`src/hdl/uart_rx_defines.svh`:
```
`ifndef UART_RX_DEFINES_SVH
`define UART_RX_DEFINES_SVH

// Samples per bit period
`define URX_SAMPLES_NORMAL    5'h10
`define URX_SAMPLES_DOUBLE    5'h08

// First majority vote sample of a bit
`define URX_FIRST_VOTE_NORMAL 5'h08
`define URX_FIRST_VOTE_DOUBLE 5'h04

// Distance from first to last vote sample
`define URX_VOTE_SPAN         5'h02
`define URX_SAMPLE_STEP       5'h01

// Receive sampling select encodings
`define URX_MODE_NORMAL       2'h0
`define URX_MODE_DOUBLE       2'h1

// Legal data plus parity lengths
`define URX_MIN_BITS          4'h5
`define URX_MAX_BITS          4'ha

`endif

```
`src/hdl/uart_rx_pkg.sv`:
```
package uart_rx_pkg;

	// Gray coded along idle, start, align, data, stop
	typedef enum logic [2:0] {
		RX_IDLE  = 3'b000,
		RX_START = 3'b001,
		RX_ALIGN = 3'b011,
		RX_DATA  = 3'b010,
		RX_STOP  = 3'b110
	} rx_state_type;

endpackage

```
`src/hdl/uart_async_receive_sampling.sv`:
```
`timescale 1ns/1ps
`include "uart_rx_defines.svh"

module uart_async_receive_sampling #(
	parameter int DIV_WIDTH = 16,
	parameter int MAX_BITS  = 10,
	parameter int BUF_DEPTH = 2
) (
	input  wire logic                 ref_clk,
	input  wire logic                 srst,
	input  wire logic [1:0]           receive_sampling_select,
	input  wire logic [DIV_WIDTH-1:0] baudDivisor,
	input  wire logic [3:0]           frameBits,
	input  wire logic                 rxSerial,
	input  wire logic                 outReady,
	output logic                      outValid,
	output logic [MAX_BITS-1:0]       outData,
	output logic                      outFrameError,
	output logic                      overrun
);

	// Logic below is written for exactly ten bits and two entries
	generate
		if (MAX_BITS != 10 || BUF_DEPTH != 2 || DIV_WIDTH < 2) begin : g_chk
			$error("uart_async_receive_sampling: unsupported parameters");
		end
	endgenerate

	// Keeps a misprogrammed length inside the supported range
	function automatic logic [3:0] clampBits(input logic [3:0] b);
		if (b < `URX_MIN_BITS)
			return `URX_MIN_BITS;
		if (b > `URX_MAX_BITS)
			return `URX_MAX_BITS;
		return b;
	endfunction

	// Two of three high samples vote high
	function automatic logic majority(input logic [1:0] ones);
		return ones >= 2'h2;
	endfunction

	// Pin synchroniser; only the second stage is read
	logic rxMeta;
	logic rxSync;
	always_ff @(posedge ref_clk) begin
		rxMeta <= rxSerial;
		rxSync <= rxMeta;
	end

	// Sample tick divider, independent of mode
	logic [DIV_WIDTH-1:0] divCount;
	logic [DIV_WIDTH-1:0] next_divCount;
	logic                 tick;
	always_comb begin
		tick = (divCount == '0);
		if (!tick)
			next_divCount = divCount - 1'b1;
		else if (baudDivisor == '0)
			next_divCount = '0;
		else
			next_divCount = baudDivisor - 1'b1;
	end

	always_ff @(posedge ref_clk) begin
		if (srst)
			divCount <= '0;
		else
			divCount <= next_divCount;
	end

	// Mode decode; same tick with fewer samples doubles the rate
	logic       doubleMode;
	logic [4:0] samplesPerBit;
	logic [4:0] firstVote;
	logic [3:0] effBits;
	always_comb begin
		doubleMode = (receive_sampling_select == `URX_MODE_DOUBLE);
		samplesPerBit = doubleMode ? `URX_SAMPLES_DOUBLE
			: `URX_SAMPLES_NORMAL;
		firstVote = doubleMode ? `URX_FIRST_VOTE_DOUBLE
			: `URX_FIRST_VOTE_NORMAL;
		effBits = clampBits(frameBits);
	end
	// Only serial pins exist here, so no client select is offered

	// Receiver state
	uart_rx_pkg::rx_state_type state;
	uart_rx_pkg::rx_state_type next_state;
	logic [4:0]          sampleCount;
	logic [4:0]          next_sampleCount;
	logic [1:0]          ones;
	logic [1:0]          next_ones;
	logic [3:0]          bitIdx;
	logic [3:0]          next_bitIdx;
	logic [MAX_BITS-1:0] shiftData;
	logic [MAX_BITS-1:0] next_shiftData;
	logic                prevSample;
	logic                next_prevSample;
	logic [4:0]          curNum;
	logic [1:0]          onesNow;
	logic                voteNow;
	logic                lastVote;
	logic                push;
	logic                pushErr;

	// Sample scheduling and voting per bit period
	always_comb begin
		next_state = state;
		next_sampleCount = sampleCount;
		next_ones = ones;
		next_bitIdx = bitIdx;
		next_shiftData = shiftData;
		next_prevSample = prevSample;
		push = 1'b0;
		pushErr = 1'b0;
		curNum = sampleCount + `URX_SAMPLE_STEP;
		voteNow = (curNum >= firstVote)
			&& (curNum <= firstVote + `URX_VOTE_SPAN);
		lastVote = (curNum == firstVote + `URX_VOTE_SPAN);
		onesNow = ones + {1'b0, rxSync};
		if (tick) begin
			next_prevSample = rxSync;
			next_sampleCount = curNum;
			if (voteNow)
				next_ones = onesNow;
			case (state)
				uart_rx_pkg::RX_IDLE: begin
					next_sampleCount = `URX_SAMPLE_STEP;
					next_ones = 2'h0;
					if (prevSample && !rxSync)
						next_state = uart_rx_pkg::RX_START;
				end
				uart_rx_pkg::RX_START: begin
					if (lastVote) begin
						next_ones = 2'h0;
						next_bitIdx = 4'h0;
						next_shiftData = '0;
						if (!majority(onesNow))
							next_state = uart_rx_pkg::RX_ALIGN;
						else
							next_state = uart_rx_pkg::RX_IDLE;
					end
				end
				uart_rx_pkg::RX_ALIGN: begin
					if (curNum == samplesPerBit) begin
						next_sampleCount = 5'h00;
						next_state = uart_rx_pkg::RX_DATA;
					end
				end
				uart_rx_pkg::RX_DATA: begin
					if (lastVote) begin
						next_shiftData[bitIdx] = majority(onesNow);
						next_ones = 2'h0;
					end
					if (curNum == samplesPerBit) begin
						next_sampleCount = 5'h00;
						if (bitIdx == effBits - 4'h1)
							next_state = uart_rx_pkg::RX_STOP;
						else
							next_bitIdx = bitIdx + 4'h1;
					end
				end
				uart_rx_pkg::RX_STOP: begin
					// Hunting resumes on the very next sample
					if (lastVote) begin
						push = 1'b1;
						pushErr = !majority(onesNow);
						next_ones = 2'h0;
						next_state = uart_rx_pkg::RX_IDLE;
					end
				end
				default: next_state = uart_rx_pkg::RX_IDLE;
			endcase
		end
	end

	always_ff @(posedge ref_clk) begin
		if (srst) begin
			state <= uart_rx_pkg::RX_IDLE;
			sampleCount <= 5'h00;
			ones <= 2'h0;
			bitIdx <= 4'h0;
			shiftData <= '0;
			prevSample <= 1'b0;
		end else begin
			state <= next_state;
			sampleCount <= next_sampleCount;
			ones <= next_ones;
			bitIdx <= next_bitIdx;
			shiftData <= next_shiftData;
			prevSample <= next_prevSample;
		end
	end

	// Two-entry buffer: head drives the outputs, spare absorbs a stall.
	// The line cannot be paused, so a push into a full buffer with no pop
	// in the same cycle is dropped and reported on overrun instead.
	logic [MAX_BITS:0] spare;
	logic              spareValid;
	logic [MAX_BITS:0] next_spare;
	logic              next_spareValid;
	logic [MAX_BITS:0] next_head;
	logic              next_outValid;
	logic              next_overrun;
	logic              pop;
	logic              wrReady;
	logic              doPush;
	always_comb begin
		pop = outValid && outReady;
		wrReady = !spareValid || pop;
		doPush = push && wrReady;
		next_overrun = push && !wrReady;
		next_head = {outFrameError, outData};
		next_outValid = outValid;
		next_spare = spare;
		next_spareValid = spareValid;
		if (pop) begin
			next_outValid = spareValid;
			next_head = spare;
			next_spareValid = 1'b0;
		end
		if (doPush) begin
			if (!next_outValid) begin
				next_head = {pushErr, shiftData};
				next_outValid = 1'b1;
			end else begin
				next_spare = {pushErr, shiftData};
				next_spareValid = 1'b1;
			end
		end
	end

	always_ff @(posedge ref_clk) begin
		if (srst) begin
			outValid <= 1'b0;
			outData <= '0;
			outFrameError <= 1'b0;
			spare <= '0;
			spareValid <= 1'b0;
			overrun <= 1'b0;
		end else begin
			outValid <= next_outValid;
			{outFrameError, outData} <= next_head;
			spare <= next_spare;
			spareValid <= next_spareValid;
			overrun <= next_overrun;
		end
	end
endmodule

```
`config.mk`:
```
export PLATFORM = sky130hd
export DESIGN_NAME = uart_async_receive_sampling
export DESIGN_NICKNAME = d
export VERILOG_FILES = /design/src/hdl/uart_rx_pkg.sv /design/src/hdl/uart_async_receive_sampling.sv
export VERILOG_INCLUDE_DIRS = /design/src /design/src/hdl
export SDC_FILE = /design/constraint.sdc
export NUM_CORES = 1
export LEC_CHECK = 0
export BUFFER_PORTS_ARGS = -buffer_cell sky130_fd_sc_hd__clkbuf_2
export CORE_MARGIN = 2
export CORE_UTILIZATION = 59
export DETAILED_ROUTE_END_ITERATION = 12
export GPL_ROUTABILITY_DRIVEN = 0
export PLACE_DENSITY = 0.92
export SYNTH_ARGS = -nofsm -noshare
export SYNTH_HDL_FRONTEND = slang
export SYNTH_SLANG_ARGS = --single-unit
```
`constraint.sdc`:
```
create_clock -name ref_clk -period 3.1 [get_ports ref_clk]
set_input_delay 0.31 -clock ref_clk [delete_from_list [all_inputs] [get_ports ref_clk]]
set_output_delay 0.31 -clock ref_clk [all_outputs]
set_load 0.02 [all_outputs]
```
==> summary.txt, run 1 <==
result of the run: finished, final reports clean
final-report max-slew violation count: 0
proportion of synthesized flip-flops having asynchronous set or reset: 0%
share of layout cells above drive strength 1: 17.7%
crit path cell chain: ha_1, xnor2_1, ha_1, nand4_1, nor2_1, nand3_2, a211o_2, nor2_1, a311oi_2
highest attainable clock frequency: 0.361 GHz
TritonCTS Buffers: 9
max capacitance violation total: 0
DR vias/cell: 6.17
height of the die: 84.7 um
worst min-delay path class: in2reg
wire length of the first global-routing pass: 15.2 mm
final worst path period share: 89.3%
PD cells: 656 nW/um^2
WHS: 62.5 ps
Power Total: 0.00281 W
synthesized instance count: 457
count of warnings emitted by yosys: 0
DRC violation count after routing: 0
clock tree from TritonCTS: built
count of flip-flops with a built-in enable after synthesis: 0
Critical Path Fanout Max: 22
overall track demand over capacity in global routing: 26.2%
fraction of the core area covered by cells at the end of the flow: 67.8%
vias in the first global route: 3397
Overflow after GRT: 0
Area contributors post-synth: sky130_fd_sc_hd__dfxtp_1 35%, sky130_fd_sc_hd__nor2_1 7.4%, sky130_fd_sc_hd__mux2i_1 5.5%
clock tree root buffer cell: sky130_fd_sc_hd__clkbuf_8
area overhead of the layout relative to synthesis: 11.4%
post-layout worst setup margin: 330 ps
Starting Density: 60.8%
fill cell total of the finished layout: 475
unrepaired setup endpoints after global routing: false
number of buffers inserted by post-CTS setup repair: 0
Top Ports: 39
critical path data arrival time: 2980 ps
sequential fraction of the synthesis area: 35.5%
Die Width: 84.7 um
Iteration-0 DRC Markers: 358
Slew headroom: 34.7%
Setup TNS Final: 0 ps
final routed wirelength across all metal layers: 9.35 mm
clock latency of the later-clocked register in the worst-skew pair: 350 ps
floorplan core area: 6310 sq um
library cell with the largest summed area after synthesis: sky130_fd_sc_hd__dfxtp_1
worst clock skew: 10.7 ps
total standard cell area after synthesis: 3840 sq um
post-layout min period: 2770 ps
number of antenna violations at the first check in global routing: 0
total via count in the routed design: 3538
Worst Max-Slew Pin Slew: 976 ps
number of flip-flops and latches in the synthesized netlist: 68
Hold Violations, Final: 0
fraction of synthesized cell area taken by the top area cell type: 35.5%
Nets: 529
count of input and output buffers: 38
commonest cells in the netlist: 76 x sky130_fd_sc_hd__nor2_1, 68 x sky130_fd_sc_hd__dfxtp_1, 44 x sky130_fd_sc_hd__nand2_1
net count of the mapped netlist: 495
placement-stage worst setup slack: 195 ps
post-detail-place hpwl: 6.35 mm
maximum clock insertion buffer count: 2
worst setup path class: reg2reg
CP max-delay cell: sky130_fd_sc_hd__a211o_2
die area: 7170 sq um
Antenna Cells: 0
average wire per cell in the routed design: 16.3 um
Cell Rows: 29
maximum single-stage delay on the critical path: 510 ps
Syn Area/Cell: 8.40 sq um
crit end category: register
number of distinct library cells after synthesis: 54
commonest register cell after synthesis: sky130_fd_sc_hd__dfxtp_1
Worst-path clk slew: 80 ps
Setup Viol. Count Final: 0
drt pass-1 iters: 6
CP required: 3310 ps
largest net degree at the start of global routing: 48
Worst setup SP type: register
leakage power: 1.72 nW
number of nets with antenna violations after routing: 0
number of H-tree levels: 3
most frequent cell after synthesis: sky130_fd_sc_hd__nor2_1
TritonCTS sink count: 68
maximum vdd ir drop: 0.520 mV
[cell type report]
| class | count | area (sq um) | area share, % |
|---|---|---|---|
| multi-input combinational | 356 | 2340 | 54.6 |
| clock buffer | 11 | 151 | 3.54 |
| timing repair buffer | 42 | 220 | 5.15 |
| sequential | 68 | 1360 | 31.8 |
| inverter | 14 | 52.6 | 1.23 |
| tap | 77 | 96.3 | 2.25 |
| clock inverter | 5 | 58.8 | 1.37 |
[worst paths after layout]
kind / cells past startpoint / slack [ps] / from / to
setup / recovery: 9 / 330 / sampleCount[0] / outData[7]
hold / removal: 1 / 60 / rxSerial / rxMeta
setup reg to reg: 9 / 330 / sampleCount[0] / outData[7]
hold reg to reg: 0 / 330 / rxMeta / rxSync
[metrics by stage]
stage | cells | cell area [sq um]
global route | 573 | 4280
floorplan | 457 | 3840
detailed placement | 557 | 4070
CTS | 573 | 4280
global placement | 557 | 4070
finish | 573 | 4280
[critical path, delay by kind of cell, from the launching register on]
family	cells	cell delay (ps)
flip-flops	1	400
adder cells (fa/ha/maj)	2	630
AND/OR/NAND/NOR	4	870
XOR/XNOR	1	130
AO/OA/AOI/OAI	2	580
[sequential cells by signal, indices dropped and copies added (netlist names), 2 cells and up]
signal / cells
outData: 10
bitIdx: 4
sampleCount: 5
divCount: 16
shiftData: 10
ones: 2
spare: 11
state: 3
[routing by layer]
| metal | up-vias | global-route usage [%] | wire (um) |
|---|---|---|---|
| li1 | 1679 | - | - |
| met1 | 1633 | 30.5 | 3710 |
| met2 | 182 | 44.8 | 4620 |
| met3 | 44 | 5.41 | 628 |
| met4 | 0 | 14.6 | 384 |
| met5 | - | 0 | 0 |
[report_power, final]
part | total [W] | internal, W | switching, W
Sequential | 0.00108 | 0.000971 | 0.000112
Combinational | 0.000947 | 0.000391 | 0.000556
Clock | 0.000775 | 0.000417 | 0.000358
[what timing repair did]
item                                    in CTS  in global routing
gates resized for setup                      0                  1
hold buffers                                 0                  0
endpoints found under the setup margin       0                  5
endpoints found under the hold margin        0                  0
[cells in the final DEF (no fill, tap or decap), types with 12 or more instances in the layout]
cell / n
sky130_fd_sc_hd__a22oi_1: 12
sky130_fd_sc_hd__mux2i_1: 21
sky130_fd_sc_hd__nor3_1: 16
sky130_fd_sc_hd__dfxtp_1: 68
sky130_fd_sc_hd__nand2_1: 44
sky130_fd_sc_hd__clkbuf_2: 38
sky130_fd_sc_hd__nand3_1: 27
sky130_fd_sc_hd__nor2_1: 76
sky130_fd_sc_hd__ha_1: 12
sky130_fd_sc_hd__a21oi_1: 24
sky130_fd_sc_hd__inv_1: 14
sky130_fd_sc_hd__xnor2_1: 15
sky130_fd_sc_hd__xor2_1: 18
[kinds of logic (layout without fill, tap and decap cells)]
kind of cell	after synthesis	count (layout)	synth area share [%]
flops	68	68	35.5
buf+inv	33	72	3.71
compound gates	75	75	15.7
mux	22	22	5.77
simple gates	213	213	27.5
fa+ha+maj	12	12	3.91
xor+xnor	34	34	7.95
Note: power is estimated with default switching activity, not from simulation.
==> run 2, diff against run 1 <==
Settings changed: BUFFER_PORTS_ARGS -buffer_cell sky130_fd_sc_hd__clkbuf_2 to -buffer_cell sky130_fd_sc_hd__buf_4.
==> run 2 against run 1 <==
Net effect: first-iteration DRC count down 7.3%; via count down 3.1%; count of clock-buffer cells in the layout down 1; fmax down 1.9%; clock skew fell by 1.4 ps; final cell count is 0.35% lower; hold slack got worse by 3.5 ps; global-route usage shrank 0.89 points.
==> summary.txt, run 2 (synthesis gave the netlist of run 1 again) <==
maximum single-stage delay on the critical path: 520 ps
Die Width: 84.7 um
buffers plus inverters on the worst setup path: 0
Nets: 527
post-detail-place hpwl: 5.98 mm
top register by number of flip-flops: divCount
commonest non-fill, non-tap cells in the layout: 76 x sky130_fd_sc_hd__nor2_1, 68 x sky130_fd_sc_hd__dfxtp_1, 44 x sky130_fd_sc_hd__nand2_1
maximum clock insertion buffer count: 2
number of buffers inserted by post-CTS setup repair: 0
worst min-delay path class: in2reg
CP max-delay cell: sky130_fd_sc_hd__a211o_2
overall track demand over capacity in global routing: 25.3%
number of buffers inserted for hold repair after clock tree synthesis: 0
leading registers by flop count: divCount (16), spare (11)
DR vias/cell: 6.01
floorplan core area: 6310 sq um
placement-stage worst setup slack: 216 ps
area overhead of the layout relative to synthesis: 13.8%
Antenna Cells: 0
fill cell total of the finished layout: 472
WP depth: 9
largest net degree at the start of global routing: 50
wire length of the first global-routing pass: 15.0 mm
post-layout worst setup margin: 276 ps
flop-to-flop setup slack: 280 ps
die area: 7170 sq um
Hold Violations, Final: 0
critical path data arrival time: 3030 ps
clock tree from TritonCTS: built
Critical Path Fanout Max: 22
leakage power: 1.74 nW
crit end category: register
result of the run: finished, final reports clean
Worst-path clk slew: 80 ps
drt pass-1 iters: 5
Overflow after GRT: 0
TritonCTS Buffers: 9
Worst Max-Slew Pin Slew: 863 ps
number of antenna violations at the first check in global routing: 0
average wire per cell in the routed design: 15.6 um
worst setup path class: reg2reg
total via count in the routed design: 3430
clock tree root buffer cell: sky130_fd_sc_hd__clkbuf_8
clock latency of the later-clocked register in the worst-skew pair: 360 ps
Iteration-0 DRC Markers: 332
worst r2r src: sampleCount[0]
share of layout cells above drive strength 1: 17.4%
Largest register FFs: 16
DRC violation count after routing: 0
kind of cell with the highest combined delay on the critical path: simple AND/OR/NAND/NOR gates
final worst path period share: 91.1%
crit path cell chain: ha_1, xnor2_1, ha_1, nand4_1, nor2_1, nand3_2, a211o_2, nor2_1, a311oi_2
Starting Density: 60.8%
number of H-tree levels: 3
final routed wirelength across all metal layers: 8.88 mm
final-report max-slew violation count: 0
Worst setup SP type: register
height of the die: 84.7 um
DP Area: 4150 sq um
maximum vdd ir drop: 0.469 mV
vias in the first global route: 3358
unrepaired setup endpoints after global routing: false
Setup Viol. Count Final: 0
endpoint of the worst register-to-register path: outData[6]
Top Ports: 39
post-route cell area: 4370 sq um
Slew headroom: 42.3%
max capacitance violation total: 0
count of input and output buffers: 38
path depth of the worst reg2reg path: 9
Cell Rows: 29
Setup TNS Final: 0 ps
number of nets with antenna violations after routing: 0
CP required: 3310 ps
TritonCTS sink count: 68
worst clock skew: 9.36 ps
first element of the critical path: sampleCount[0]
capture point of the worst path: outData[6]
post-layout min period: 2820 ps
PD cells: 654 nW/um^2
most common library cell in the layout ignoring fill and taps: sky130_fd_sc_hd__nor2_1
highest attainable clock frequency: 0.354 GHz
## run 2: cell types whose count changed in the layout (fill, tap and decap cells not counted), sizes merged
cell      change
bufinv        +1
clkinv        +1
clkinvlp      -1
buf          +36
clkbuf       -39
## run 2: metal layers
layer / vias up / share of wire, % / GRT usage (%)
met5: - / 0 / 0
met4: 0 / 1.9 / 10.7
met3: 16 / 4.8 / 3.64
met2: 108 / 50 / 43.5
met1: 1641 / 43 / 31.8
li1: 1665 / - / -
## run 2: report_power, final
| group | internal (W) | switching (W) | total, W |
|---|---|---|---|
| Sequential | 0.000971 | 0.000113 | 0.00108 |
| Clock | 0.000474 | 0.000353 | 0.000828 |
| Combinational | 0.000400 | 0.000547 | 0.000947 |
| Total | 0.00185 | 0.00101 | 0.00286 |
## run 2: layout make-up
| cell class | count | area (sq um) | share of cell area (%) |
|---|---|---|---|
| clock buffers | 10 | 138 | 3.15 |
| flip-flops and latches | 68 | 1360 | 31.1 |
| multi-input cells | 356 | 2340 | 53.5 |
| inverters | 14 | 52.6 | 1.20 |
| clock inverters | 6 | 86.3 | 1.97 |
| well taps | 77 | 96.3 | 2.20 |
| repair buffers | 40 | 300 | 6.87 |
## run 2: through the flow
step | power, W | hold slack (ps) | util [%] | instances
CTS | 0.00285 | 57.8 | 69.2 | 571
finish | 0.00286 | 59.1 | 69.2 | 571
detailed placement | 0.00201 | 316 | 65.7 | 555
global placement | 0.00196 | 316 | 65.7 | 555
global route | 0.00300 | 65.2 | 69.2 | 571
floorplan | 0.00183 | 310 | - | 457
## run 2: timing repair
action | in CTS | in global routing
hold endpoints to repair | 0 | 0
gates resized for setup | 0 | 1
endpoints found under the setup margin | 0 | 11
## run 2: worst min-delay path by stage
stage / start / endpoint / slack [ps] / depth (start not counted)
6_report: rxSerial / rxMeta / 60 / 1
3_3_place_gp: rxMeta / rxSync / 320 / 0
3_5_place_dp: rxMeta / rxSync / 320 / 0
4_1_cts: rxSerial / rxMeta / 60 / 1
2_1_floorplan: rxMeta / rxSync / 310 / 0
5_1_grt: rxSerial / rxMeta / 70 / 1
